--- config.mk ---
export PLATFORM = sky130hd
export DESIGN_NAME = twacp_top
export DESIGN_NICKNAME = d
export VERILOG_FILES = /design/src/hdl/twacp_pkg.sv /design/src/hdl/twacp_top.sv
export SDC_FILE = /design/constraint.sdc
export NUM_CORES = 1
export LEC_CHECK = 0
export BUFFER_PORTS_ARGS = -buffer_cell sky130_fd_sc_hd__buf_4
export CORE_MARGIN = 8
export CORE_UTILIZATION = 27
export CTS_BUF_LIST = sky130_fd_sc_hd__clkbuf_8
export CTS_CLUSTER_DIAMETER = 50
export DETAILED_ROUTE_END_ITERATION = 10
export GPL_TIMING_DRIVEN = 0
export PLACE_DENSITY = 0.46
export SLEW_MARGIN = 20
export SYNTH_ARGS = -nofsm -noshare
export SYNTH_HDL_FRONTEND = slang
export SYNTH_SLANG_ARGS = --single-unit
--- constraint.sdc ---
create_clock -name CLK_SYS -period 3.25 [get_ports CLK_SYS]
set_input_delay 0.325 -clock CLK_SYS [delete_from_list [all_inputs] [get_ports CLK_SYS]]
set_output_delay 0.325 -clock CLK_SYS [all_outputs]
set_load 0.05 [all_outputs]
--- src/hdl/twacp_pkg.sv ---
// Constants and types of the three-wire audio control port.
// Assumes a 25 MHz system clock and a single AHB-Lite master.
package twacp_pkg;

   ////////////////////////////////////////////////////////////////////////////
   // Timing
   localparam int         CLK_PERIOD_NS = 40;
   localparam int         END_LOW_NS    = 3000;
   localparam logic [7:0] END_LOW_CYC   =
      8'((END_LOW_NS + CLK_PERIOD_NS - 1) / CLK_PERIOD_NS);
   // Low cycles counted after the fall cycle itself
   localparam logic [7:0] END_LOW_LAST  = END_LOW_CYC - 8'h01;

   ////////////////////////////////////////////////////////////////////////////
   // Serial address space and functions
   localparam logic [4:0] ADDR_BASE_HI = 5'h08;
   localparam logic [2:0] FN_INPUT     = 3'h0;
   localparam logic [2:0] FN_LOUD      = 3'h1;
   localparam logic [2:0] FN_BASS      = 3'h2;
   localparam logic [2:0] FN_TREBLE    = 3'h3;
   localparam logic [2:0] FN_VOL_L     = 3'h4;
   localparam logic [2:0] FN_VOL_R     = 3'h5;
   localparam logic [2:0] FN_MODE      = 3'h6;
   localparam logic [2:0] FN_READ      = 3'h7;
   localparam logic [3:0] BITS_PER_HALF = 4'h8;
   localparam logic [3:0] READ_SLOT_HI  = 4'h6;
   localparam logic [3:0] READ_SLOT_LO  = 4'h7;

   ////////////////////////////////////////////////////////////////////////////
   // Setting levels
   localparam logic [3:0] TONE_MAX   = 4'hc;
   localparam logic [3:0] TONE_FLAT  = 4'h6;
   localparam logic [5:0] VOL_MIN    = 6'h28;
   localparam logic [1:0] INPUT_MUTE = 2'h3;

   ////////////////////////////////////////////////////////////////////////////
   // Synchroniser lanes
   localparam int SYN_CLK   = 0;
   localparam int SYN_FRAME = 1;
   localparam int SYN_DATA  = 2;
   localparam int SYN_PIN_A = 3;
   localparam int SYN_PIN_B = 4;

   ////////////////////////////////////////////////////////////////////////////
   // Register map
   localparam logic [7:0] REG_CTRL     = 8'h00;
   localparam logic [7:0] REG_SETTINGS = 8'h04;
   localparam logic [7:0] REG_STATUS   = 8'h08;
   localparam int         CTRL_EN_BIT  = 0;
   localparam logic       CTRL_EN_RST  = 1'b1;

   typedef enum logic [1:0] {TWACP_MONO_L, TWACP_STEREO, TWACP_MONO_R} twacp_mode_t;

   typedef struct packed {
      twacp_mode_t mode;
      logic [5:0]  vol_r;
      logic [5:0]  vol_l;
      logic [3:0]  treble;
      logic [3:0]  bass;
      logic        loudness;
      logic [1:0]  input_sel;
   } twacp_settings_t;

   localparam twacp_settings_t SETTINGS_RST = '{TWACP_STEREO, VOL_MIN, VOL_MIN,
                                               TONE_FLAT, TONE_FLAT, 1'b0, INPUT_MUTE};

endpackage

--- src/hdl/twacp_top.sv ---
// Serial control port with function latches and an AHB-Lite register view.
// Assumes serial pins are asynchronous to CLK_SYS and far slower than it.
// Function
// - Clock and frame-select are inputs; data line driven only open-drain.
// - Only addresses 40h to 47h are taken; others are ignored.
// - Address bits are sampled on rising serial clock edges.
// - Eight more clocks shift data in or read inputs out.
// - Frame-select low pulse of at least 3 us latches the data.
// - Volume and tone codes are plain binary steps.
// - Don't-care data bits have no effect on the setting.
// - One 16-bit transfer or two 8-bit transfers are accepted.
// - Last 8 bits while low are address; last 8 while high are data.
// - Latches hold until the end pulse copies data into the addressed one.
// - Digital input levels are latched and returned by the read function.
// - Returned input bits are active low, pins idle high.
// - Input select codes 00, 01, 10, 11 give inputs one to three, mute.
// - Tone codes step binary; any 11xx code saturates at maximum boost.
// - Volume codes step binary; 101xxx and 11xxxx give full attenuation.
// - Mode 100 left mono, 101 stereo, 11x right mono.
//
// The AHB-Lite interface to the registers and the register addresses were left to the implementer.
`timescale 1ns/1ps
module twacp_top
(
   // System
   input  wire logic                      CLK_SYS,
   input  wire logic                      RST,
   // AHB-Lite slave
   input  wire logic                      HSEL,
   input  wire logic [31:0]               HADDR,
   input  wire logic [1:0]                HTRANS,
   input  wire logic                      HWRITE,
   input  wire logic [2:0]                HSIZE,
   input  wire logic [31:0]               HWDATA,
   input  wire logic                      HREADY,
   output logic                           HREADYOUT,
   output logic [31:0]                    HRDATA,
   output logic                           HRESP,
   // Serial link
   input  wire logic                      SER_CLK,
   input  wire logic                      FRAME_SELECT_LINE,
   input  wire logic                      SER_DATA_I,
   output logic                           SER_DATA_O,
   output logic                           SER_DATA_OE,
   // Digital inputs, active low
   input  wire logic                      STATUS_BIT_A,
   input  wire logic                      STATUS_BIT_B,
   // Decoded function settings
   output twacp_pkg::twacp_settings_t     SETTINGS
);
   import twacp_pkg::*;

   typedef enum logic [1:0] {ST_IDLE, ST_ADDR, ST_DATA, ST_END} twacp_state_t;

   twacp_state_t    state;
   twacp_state_t    next_state;
   logic [4:0]      sync1;
   logic [4:0]      sync2;
   logic [4:0]      sync3;
   logic            sclk_rise;
   logic            frame_fall;
   logic            frame_rise;
   logic            data_in;
   logic [7:0]      addr_sr;
   logic [7:0]      data_sr;
   logic [3:0]      bit_cnt;
   logic [7:0]      low_cnt;
   logic            addr_ok;
   logic [2:0]      fn;
   logic            read_sel;
   logic            latch_pulse;
   logic [1:0]      snap;
   logic            next_oe;
   logic            port_enable;
   twacp_settings_t settings;
   logic            wr_pend;
   logic [7:0]      wr_off;
   logic            ahb_go;
   logic [31:0]     rd_word;

   // Tone step saturates at maximum boost
   function automatic logic [3:0] tone_sat(input logic [3:0] d);
      tone_sat = (d[3:2] == 2'b11) ? TONE_MAX : d;
   endfunction

   // Volume step saturates at full attenuation
   function automatic logic [5:0] vol_sat(input logic [5:0] d);
      vol_sat = (d[5] && (d[4] || d[3])) ? VOL_MIN : d;
   endfunction

   ////////////////////////////////////////////////////////////////////////////
   // Pin synchronisers and edge detection
   always_ff @(posedge CLK_SYS)
   begin
      if (RST)
      begin
         sync1 <= 5'h1f;
         sync2 <= 5'h1f;
         sync3 <= 5'h1f;
      end
      else
      begin
         sync1 <= {STATUS_BIT_B, STATUS_BIT_A, SER_DATA_I, FRAME_SELECT_LINE, SER_CLK};
         sync2 <= sync1;
         sync3 <= sync2;
      end
   end

   // Edges seen on the second stage only
   assign sclk_rise  = sync2[SYN_CLK] & ~sync3[SYN_CLK];
   assign frame_fall = ~sync2[SYN_FRAME] & sync3[SYN_FRAME];
   assign frame_rise = sync2[SYN_FRAME] & ~sync3[SYN_FRAME];
   assign data_in    = sync2[SYN_DATA];

   ////////////////////////////////////////////////////////////////////////////
   // Transfer sequencer
   always_comb
   begin
      next_state = state;
      unique case (state)
         ST_IDLE: if (frame_fall) next_state = ST_ADDR;
         ST_ADDR: if (frame_rise) next_state = ST_DATA;
         ST_DATA: if (frame_fall)
                     next_state = (bit_cnt >= BITS_PER_HALF) ? ST_END : ST_ADDR;
         ST_END:  if (sclk_rise) next_state = ST_ADDR;
                  else if (frame_rise) next_state = ST_IDLE;
      endcase
      if (!port_enable)
         next_state = ST_IDLE;
   end

   always_ff @(posedge CLK_SYS)
   begin
      if (RST)
         state <= ST_IDLE;
      else
         state <= next_state;
   end

   // Address shifter keeps the last eight bits seen while frame-select is low
   always_ff @(posedge CLK_SYS)
   begin
      if (RST)
         addr_sr <= 8'h00;
      else if (sclk_rise && (state == ST_ADDR || state == ST_END))
         addr_sr <= {addr_sr[6:0], data_in};
   end

   // Data shifter and bit count of the value half
   always_ff @(posedge CLK_SYS)
   begin
      if (RST)
      begin
         data_sr <= 8'h00;
         bit_cnt <= 4'h0;
      end
      else if (state == ST_ADDR && frame_rise)
         bit_cnt <= 4'h0;
      else if (state == ST_DATA && sclk_rise)
      begin
         data_sr <= {data_sr[6:0], data_in};
         if (bit_cnt < BITS_PER_HALF)
            bit_cnt <= bit_cnt + 4'h1;
      end
   end

   // Width of the end pulse
   always_ff @(posedge CLK_SYS)
   begin
      if (RST)
         low_cnt <= 8'h00;
      else if (state == ST_END && !sync2[SYN_FRAME])
      begin
         if (low_cnt < END_LOW_LAST)
            low_cnt <= low_cnt + 8'h01;
      end
      else
         low_cnt <= 8'h00;
   end

   assign addr_ok     = (addr_sr[7:3] == ADDR_BASE_HI);
   assign fn          = addr_sr[2:0];
   assign read_sel    = addr_ok && (fn == FN_READ);
   assign latch_pulse = (state == ST_END) && frame_rise && port_enable
                        && addr_ok && (low_cnt >= END_LOW_LAST);

   ////////////////////////////////////////////////////////////////////////////
   // Function latches
   always_ff @(posedge CLK_SYS)
   begin
      if (RST)
         settings <= SETTINGS_RST;
      else if (latch_pulse)
      begin
         unique case (fn)
            FN_INPUT:  settings.input_sel <= data_sr[1:0];
            FN_LOUD:   settings.loudness  <= data_sr[0];
            FN_BASS:   settings.bass      <= tone_sat(data_sr[3:0]);
            FN_TREBLE: settings.treble    <= tone_sat(data_sr[3:0]);
            FN_VOL_L:  settings.vol_l     <= vol_sat(data_sr[5:0]);
            FN_VOL_R:  settings.vol_r     <= vol_sat(data_sr[5:0]);
            FN_MODE:
               if (data_sr[2])
                  settings.mode <= data_sr[1] ? TWACP_MONO_R :
                                   (data_sr[0] ? TWACP_STEREO : TWACP_MONO_L);
            FN_READ:   settings <= settings;
         endcase
      end
   end

   assign SETTINGS = settings;

   ////////////////////////////////////////////////////////////////////////////
   // Digital input read-back
   always_ff @(posedge CLK_SYS)
   begin
      if (RST)
         snap <= 2'b11;
      else if (state == ST_ADDR && frame_rise && read_sel)
         snap <= {sync2[SYN_PIN_B], sync2[SYN_PIN_A]};
   end

   // Open-drain drive: pull low only for a zero bit in the two read slots
   assign next_oe = (state == ST_DATA) && read_sel && port_enable
                    && (bit_cnt >= READ_SLOT_HI) && (bit_cnt <= READ_SLOT_LO)
                    && !((bit_cnt == READ_SLOT_HI) ? snap[1] : snap[0]);

   always_ff @(posedge CLK_SYS)
   begin
      if (RST)
         SER_DATA_OE <= 1'b0;
      else
         SER_DATA_OE <= next_oe;
   end

   assign SER_DATA_O = 1'b0;

   ////////////////////////////////////////////////////////////////////////////
   // AHB-Lite slave, zero wait states
   assign ahb_go    = HSEL && HTRANS[1] && HREADY;
   assign HREADYOUT = 1'b1;
   assign HRESP     = 1'b0;

   always_comb
   begin
      rd_word = 32'h0;
      if (HADDR[31:8] == 24'h0)
      begin
         unique case (HADDR[7:0])
            REG_CTRL:     rd_word = {31'h0, port_enable};
            REG_SETTINGS: rd_word = {7'h0, settings};
            REG_STATUS:   rd_word = {20'h0, state != ST_IDLE, sync2[SYN_PIN_B],
                                     sync2[SYN_PIN_A], addr_ok, addr_sr};
            default:      rd_word = 32'h0;
         endcase
      end
   end

   // Address phase capture and read data
   always_ff @(posedge CLK_SYS)
   begin
      if (RST)
      begin
         wr_pend <= 1'b0;
         wr_off  <= 8'h00;
         HRDATA  <= 32'h0;
      end
      else
      begin
         wr_pend <= ahb_go && HWRITE && (HADDR[31:8] == 24'h0);
         wr_off  <= HADDR[7:0];
         if (ahb_go && !HWRITE)
            HRDATA <= rd_word;
      end
   end

   // Control register write in the data phase
   always_ff @(posedge CLK_SYS)
   begin
      if (RST)
         port_enable <= CTRL_EN_RST;
      else if (wr_pend && wr_off == REG_CTRL)
         port_enable <= HWDATA[CTRL_EN_BIT];
   end

   ////////////////////////////////////////////////////////////////////////////
   // Checks
   property p_od_drive;
      @(posedge CLK_SYS) disable iff (RST)
      SER_DATA_OE |-> (SER_DATA_O == 1'b0) && ($past(state) == ST_DATA) && $past(read_sel);
   endproperty
   a_od_drive: assert property (p_od_drive) else $error("data line driven out of slot");

   property p_bad_addr;
      @(posedge CLK_SYS) disable iff (RST)
      (state == ST_END && frame_rise && !addr_ok) |=> $stable(settings);
   endproperty
   a_bad_addr: assert property (p_bad_addr) else $error("foreign address changed setting");

   property p_addr_shift;
      @(posedge CLK_SYS) disable iff (RST)
      (sclk_rise && state == ST_ADDR) |=> addr_sr == {$past(addr_sr[6:0]), $past(data_in)};
   endproperty
   a_addr_shift: assert property (p_addr_shift) else $error("address bit not sampled");

   property p_end_width;
      @(posedge CLK_SYS) disable iff (RST)
      latch_pulse |-> !$past(sync2[SYN_FRAME]) && !$past(sync2[SYN_FRAME], 75);
   endproperty
   a_end_width: assert property (p_end_width) else $error("latched on short end pulse");

   property p_hold;
      @(posedge CLK_SYS) disable iff (RST)
      !latch_pulse |=> $stable(settings);
   endproperty
   a_hold: assert property (p_hold) else $error("setting changed without end pulse");

   property p_read_lo;
      @(posedge CLK_SYS) disable iff (RST)
      (state == ST_DATA && read_sel && port_enable && bit_cnt == READ_SLOT_LO)
      |=> SER_DATA_OE == !$past(snap[0]);
   endproperty
   a_read_lo: assert property (p_read_lo) else $error("input bit A returned wrongly");

   property p_bass_sat;
      @(posedge CLK_SYS) disable iff (RST)
      (latch_pulse && fn == FN_BASS && data_sr[3:2] == 2'b11) |=> settings.bass == 4'hc;
   endproperty
   a_bass_sat: assert property (p_bass_sat) else $error("bass not saturated");

   property p_vol_sat;
      @(posedge CLK_SYS) disable iff (RST)
      (latch_pulse && fn == FN_VOL_L && data_sr[5:4] == 2'b11) |=> settings.vol_l == 6'h28;
   endproperty
   a_vol_sat: assert property (p_vol_sat) else $error("volume not saturated");

   property p_reset_val;
      @(posedge CLK_SYS)
      $past(RST) |-> settings.vol_l == 6'h28 && settings.bass == 4'h6
                     && settings.input_sel == 2'h3 && !settings.loudness;
   endproperty
   a_reset_val: assert property (p_reset_val) else $error("wrong power-up setting");
endmodule

== Word-level counts from Yosys, hierarchy flattened ==
Cells that the tools add are included.
Widths: inputs -> output; s select.
Storage, ports and cells
  flip-flop bits (word level): 110
  latch bits: 0
  RAM bits: 0
  ROM bits: 0
  input bits: 79
  output and inout bits: 61
  memories: 0
Operators by class
  $add $sub $neg: 2
  multipliers: 0
  divide/modulo/power cells: 0
  magnitude comparators: 6
  equal/unequal tests: 19
  shift-type cells: 0
  muxes and demuxes: 14
  bitwise gates (word level): 9
  reduce and logical (&&, ||, !) cells: 46
Operator list (count)
  $pmux 25 s3: 1
  $mux 25: 1
  $logic_not 24->1: 1
  $logic_and 1x1->1: 22
  $logic_not 8->1: 2
  $reduce_and 2->1: 8
  $mux 2: 7
  $eq 3x3->1 const B: 4
  $add 8x1->8 const B: 1
  $eq 8x3->1 const B: 1
  $eq 8x4->1 const B: 1
  $ge 8x7->1 const B: 1
  $lt 8x7->1 const B: 1
  $pmux 2 s4: 1
  $eq 2x2->1 const B: 3
  $eq 3x2->1 const B: 2
  $mux 6: 1
  $ne 2x2->1 const B: 3
  $not 1->1: 6
  $reduce_or 2->1: 3
  $eq 5x4->1 const B: 1
  $add 4x1->4 const B: 1
  $eq 4x3->1 const B: 1
  $ge 4x3->1 const B: 1
  16 further kinds: 22

== Logic depth before layout (Yosys ltp) ==
Gate-level depths: netlist of the first run.
  depth after elaboration: 7
  depth in mapped cells: 7
  mapped depth without buffers: 6

== Worst setup path before layout of the first run ==
No wires, ideal clock.
  kind: register to register
  from: register addr_sr[4]
  to: register settings, in the netlist SETTINGS[14]
  setup time: 127 ps
  data arrival time: 2093 ps
  required time: 3123 ps
  path slack: 1030 ps
  stages on the path, launching flop included: 7
  path buffers: 2
  clock period less this slack: 2220 ps
  cells stage by stage: dfxtp_1 > or4b_4 > or4_4 > buf_6 > a2111o_1 > buf_6 > mux2i_1
Between the ends
  cells in the longest elaborated chain, start to end: 4
RTL lines
  start: declaration: line twacp_top.sv:64  | logic [7:0] addr_sr;
  start signal: assignment: line twacp_top.sv:146  | addr_sr <= {addr_sr[6:0], data_in};
  $eq 5x4->1: line twacp_top.sv:181  | assign addr_ok = (addr_sr[7:3] == ADDR_BASE_HI);
  $logic_and 1x1->1 (2 in series): line twacp_top.sv:185  | && addr_ok && (low_cnt >= END_LOW_LAST);
  $reduce_and 2->1 (no source line)
  end signal: assignment: line twacp_top.sv:206  | FN_READ: settings <= settings;
  end: declaration: line twacp_top.sv:75  | twacp_settings_t settings;
No other way between the ends.
A chain may end at the register's enable or synchronous reset.

== Worst setup path after layout of the first run ==
  from: register addr_sr[4]
  to: register settings, in the netlist SETTINGS[17]
The elaborated chain is that of the path after synthesis.

==> results of run 1 <==
==> metal layers <==
| layer | part of all wire (%) | wire, µm | track usage, % | vias to the layer above |
|---|---|---|---|---|
| met4 | 1.4 | 161 | 4.41 | 0 |
| met5 | 0 | 0 | 0 | - |
| li1 | - | - | - | 1834 |
| met2 | 50 | 5990 | 20.3 | 51 |
| met3 | 4.6 | 549 | 3.42 | 12 |
| met1 | 44 | 5200 | 14.2 | 1662 |
==> registers in the layout, summed over array words and instances (netlist names), 4 cells and up <==
register / count
wr_off: 8
data_sr: 6
addr_sr: 8
HRDATA: 25
sync2: 5
low_cnt: 8
bit_cnt: 4
sync1: 5
SETTINGS: 25
==> how the worst min path moves through the flow <==
stage,startpoint,end,slack [ns],cells after the start
detailed placement,sync1[0],sync2[0],0.39,1
global route,SER_DATA_I,sync1[2],0.09,2
global placement,sync1[2],sync2[2],0.39,1
finish,SER_DATA_I,sync1[2],0.12,2
CTS,SER_DATA_I,sync1[2],0.08,2
floorplan,sync1[0],sync2[0],0.39,1
==> report_power, final <==
| group | total, mW | switching, mW | internal, mW |
|---|---|---|---|
| sequential | 1.28 | 0.00533 | 1.27 |
| clock | 0.749 | 0.452 | 0.297 |
| combinational | 0.138 | 0.0755 | 0.0625 |
| total | 2.17 | 0.533 | 1.63 |
==> layout by cell type (no fill, tap or decap), types with 11 or more instances in the layout <==
master | Yosys | layout
clkbuf_1 | 21 | 21
nand3_1 | 15 | 15
nor2_1 | 48 | 48
nand2_1 | 32 | 32
a21oi_1 | 30 | 30
o221ai_1 | 11 | 11
dfxtp_1 | 103 | 103
mux2i_1 | 30 | 30
buf_4 | 10 | 104
or2_2 | 14 | 14
nor2b_1 | 16 | 16
inv_1 | 27 | 28
nand2b_1 | 21 | 21
==> area by class of cell <==
type	instances	share of cell area, %
inverter	27	1.85
sequential	103	37.6
clock inverter	5	0.616
timing repair buffer	94	12.9
tap	216	4.93
multi-input combinational	315	36.4
clock buffer	10	2.51
buffer	33	3.22
==> cell families after synthesis <==
group	after synthesis	share of synthesized area [%]
simple gates	193	24.2
compound gates	74	12.3
buf+inv	60	6.46
xor+xnor	4	0.814
flops	103	47.9
fa+ha+maj	4	1.16
mux	30	6.98
other cells	2	0.175
==> critical path, stage by stage (launching register included) <==
cell and delay, ns:
dfxtp_1 0.34, or4b_4 0.56, or4_4 0.50, buf_6 0.16, a2111oi_4 0.54, mux2i_1 0.25
==> flow_summary.json, run 1 <==
{
  "status": "finished, final reports clean",
  "fill_cells": 1653,
  "holdWs_ns": 0.119,
  "synth_edf_count": 0,
  "core_um2": 15700,
  "die-area_um2": 20200,
  "required_ns": 3.56,
  "multi_input_area_um2": 1990,
  "drt_iter0_markers": 234,
  "ant_nets": 0,
  "avgSynthCellArea_um2": 9.16,
  "final_area_um2": 5480,
  "place_inst": 788,
  "cts.clk_slew.worst_paths_ns": 0.09,
  "wl_per_cell_um": 14.8,
  "min_period_ns": 2.42,
  "initial_utilization_pct": 27.4,
  "yosys_warnings": 0,
  "cts_root_buf": "clkbuf_8",
  "diodes": 0,
  "reg2reg_depth": 5,
  "cts_resized": 0,
  "io_pins": 140,
  "drcViolationCount": 0,
  "chipWidth_um": 142,
  "utilization_pct": 34.9,
  "num_vias": 3559,
  "fin_cells": 803,
  "cts_tree": "yes",
  "area_delta_synth_final_pct": 27.4,
  "syn-instance-count": 470,
  "crit_fanout": 8,
  "r2r_start": "addr_sr[4]",
  "fp-row-count": 46,
  "rsz0062_at_grt": "false",
  "pre_cts_slack_ns": 0.591,
  "grt_pass1_vias": 3466,
  "fin_crit_sh_pct": 74.4,
  "synth-seq-cells": 103,
  "synth_common_cells": "dfxtp_1, nor2_1, nand2_1",
  "hold_violations": 0,
  "grt_max_degree": 17,
  "r2r_setup_slack_ns": 0.83,
  "drv_cap": 0,
  "fin_worst_skew_ns": 0.0134,
  "endpoint": "SETTINGS[17]",
  "cts_buffers": 9,
  "hp-class": "in -> reg",
  "io_buffers": 94,
  "fmax_mhz": 414,
  "post-synth-top-area-cell": "dfxtp_1",
  "leakage_nw": 2.15,
  "ys_top_cells_by_area": "dfxtp_1, mux2i_1, nor2_1",
  "vdd_drop_max_mv": 0.222,
  "die_h_um": 142,
  "power_mw": 2.17,
  "hpwl_um": 9070,
  "clk_latency_ns": 0.39,
  "drive_gt1_share_pct": 24.0,
  "async_reset_ff_share_pct": 0,
  "endpoint_kind": "flop",
  "yosys.area.top_type_share_pct": 47.9,
  "synth_ff_type": "dfxtp_1",
  "timing.rr.end": "SETTINGS[17]",
  "wl_um": 11900,
  "fin_ws_ns": 0.832,
  "setup_viol": 0,
  "grt_antenna_before_repair": 0,
  "powerDensity_nw_per_um2": 395,
  "vias_per_cell": 4.43,
  "yosysMostFrequentCell": "dfxtp_1",
  "tightest_slew_ns": 0.854,
  "slew_violations": 0,
  "htreeDepth": 3,
  "ys_seq_area_share_pct": 47.9,
  "gp_congestion": 0.794,
  "fin_nets": 666,
  "setup_tns_ns": 0,
  "grt_use_total_pct": 12.0,
  "regArea_um2": 2060,
  "syn_area_um2": 4300,
  "dr.pass1.iters": 4,
  "cts_hold_buf": 0,
  "crit_type": "reg -> reg",
  "max_slew_margin_pct": 42.6,
  "setup.worst_path.start": "addr_sr[4]",
  "clkSinkCount": 103,
  "cts_buffer_depth": 2,
  "grt_pass1_wl_um": 18800,
  "synth_cell_types": 48,
  "gr-total-overflow": 0,
  "arrival_ns": 2.73,
  "start_kind": "flop",
  "dpl_cell_area_um2": 5310,
  "cts_setup_buffers": 0
}
No activity file was read; power rests on OpenSTA's default activity.
==> inputs of run 2 (changes only) <==
--- a/config.mk
+++ b/config.mk
@@ -12,7 +12,7 @@
 export CTS_CLUSTER_DIAMETER = 50
 export DETAILED_ROUTE_END_ITERATION = 10
 export GPL_TIMING_DRIVEN = 0
-export PLACE_DENSITY = 0.46
+export PLACE_DENSITY = 0.48
 export SLEW_MARGIN = 20
 export SYNTH_ARGS = -nofsm -noshare
 export SYNTH_HDL_FRONTEND = slang
==> constraint.sdc (replaced) <==
create_clock -name CLK_SYS -period 2.1 [get_ports CLK_SYS]
set_input_delay 0.21 -clock CLK_SYS [delete_from_list [all_inputs] [get_ports CLK_SYS]]
set_output_delay 0.21 -clock CLK_SYS [all_outputs]
set_load 0.05 [all_outputs]
==> run 2 against run 1 <==
The flow now finishes with violations (setup timing); sequential power rose by 55%; final area rose by 2.3%; critical path depth did not move; clock skew fell by 0.0031 ns; hold slack got worse by 0.087 ns; clock power rose by 56%; first-iteration DRC count fell by 24%; count of clock-buffer cells in the layout did not move; flip-flop and latch count did not move; routed wire length rose by 0.85%; highest routed layer unchanged.
==> flow_summary.json, run 2 (same netlist as run 1, synthesis figures left out) <==
{
  "setup_viol": 9,
  "setup_tns_ns": -0.165,
  "violations": "setup timing",
  "cts.clk_slew.worst_paths_ns": 0.10,
  "initial_utilization_pct": 27.4,
  "ant_nets": 0,
  "mostFrequentLayoutCells": "buf_4, dfxtp_1, nor2_1",
  "cp_top_family": "simple AND/OR/NAND/NOR gates",
  "hold_violations": 0,
  "grt_antenna_before_repair": 0,
  "place_inst": 788,
  "vias_per_cell": 4.45,
  "status": "finished, violations left",
  "grt_pass1_wl_um": 19000,
  "leakage_nw": 2.21,
  "hpwl_um": 9040,
  "fin_ws_ns": -0.0453,
  "htreeDepth": 3,
  "tightest_slew_ns": 0.754,
  "vdd_drop_max_mv": 0.274,
  "cp_num_buf_inv": 1,
  "cts_tree": "yes",
  "cts_root_buf": "clkbuf_8",
  "crit_chain": "or4b_4 -> or4_4 -> a2111oi_4 -> buf_6 -> mux2i_1",
  "pre_cts_slack_ns": -0.472,
  "arrival_ns": 2.46,
  "dr.pass1.iters": 4,
  "final_common_cell": "buf_4",
  "chipWidth_um": 142,
  "fin_worst_skew_ns": 0.0103,
  "area_delta_synth_final_pct": 30.3,
  "grt_pass1_vias": 3632,
  "fin_crit_sh_pct": 102,
  "fmax_mhz": 466,
  "diodes": 0,
  "rsz0062_at_grt": "true",
  "fin_cells": 813,
  "wl_um": 12000,
  "crit_type": "reg -> reg",
  "drv_cap": 0,
  "hp-class": "in -> reg",
  "crit_fanout": 8,
  "dpl_cell_area_um2": 5310,
  "clk_latency_ns": 0.38,
  "slew_violations": 0,
  "endpoint_kind": "flop",
  "clkSinkCount": 103,
  "drive_gt1_share_pct": 25.6,
  "num_vias": 3614,
  "grt_max_degree": 17,
  "gp_congestion": 0.798,
  "drt_iter0_markers": 178,
  "max_slew_margin_pct": 49.5,
  "io_buffers": 94,
  "holdWs_ns": 0.0319,
  "utilization_pct": 35.7,
  "min_period_ns": 2.15,
  "core_um2": 15700,
  "fp-row-count": 46,
  "cts_buffers": 9,
  "cts_buffer_depth": 2,
  "io_pins": 140,
  "power_mw": 3.37,
  "powerDensity_nw_per_um2": 601,
  "grt_use_total_pct": 12.0,
  "start_kind": "flop",
  "final_area_um2": 5610,
  "slowest_delay_ns": 0.54,
  "fin_nets": 675,
  "die-area_um2": 20200,
  "gr-total-overflow": 0,
  "wl_per_cell_um": 14.8,
  "crit_slowest_cell": "or4b_4",
  "drcViolationCount": 0,
  "required_ns": 2.42,
  "die_h_um": 142
}
## run 2: cell count changes in the layout (fill, tap and decap cells not counted)
cell	before	now
a211oi_1	4	2
a211oi_2	1	2
a211oi_4	0	1
buf_4	104	110
clkbuf_1	21	19
clkinv_4	0	1
dfxtp_1	103	100
dfxtp_2	0	3
dlygate4sd3_1	0	5
inv_1	28	29
inv_6	2	1
nor4_1	7	6
nor4_4	0	1
## run 2: worst reg2reg max path, delay by kind of cell (launching register included)
family          cells  cell delay (ns)
compound gates      1             0.32
buf+inv             1             0.17
flops               1             0.33
mux                 1             0.20
simple gates        2             1.07
## run 2: final cells by class
type | count | area, µm²
multi-input combinational | 315 | 2030
clock inverter | 6 | 37.5
timing repair buffer | 106 | 812
tap | 216 | 270
fill | 1646 | 10100
clock buffer | 10 | 138
sequential | 103 | 2070
buffer | 30 | 158
inverter | 27 | 101
## run 2: report_power, final
part | internal [mW] | total (mW) | switching [mW]
registers | 1.97 | 1.98 | 0.00847
clock network | 0.460 | 1.17 | 0.708
logic | 0.103 | 0.221 | 0.118
## run 2: final timing paths
kind / cells after the start / end / start / slack [ns]
max: 5 / SETTINGS[18] / addr_sr[5] / -0.05
min: 2 / wr_off[3] / RST / 0.03
max reg2reg: 5 / SETTINGS[18] / addr_sr[5] / -0.05
min reg2reg: 1 / sync2[0] / sync1[0] / 0.42
## run 2: timing repair
item	CTS	global route
resized for setup	6	3
hold endpoints to repair	5	0
hold buffers	5	0
endpoints found under the setup margin	34	24
buffers inserted	7	0
pin swaps	4	2
## run 2: per-layer routing
layer / part of all wire (%) / GRT usage, %
met4: 2.3 / 5.31
met1: 45 / 14.0
met5: 0 / 0
met2: 48 / 20.2
met3: 4.9 / 3.32
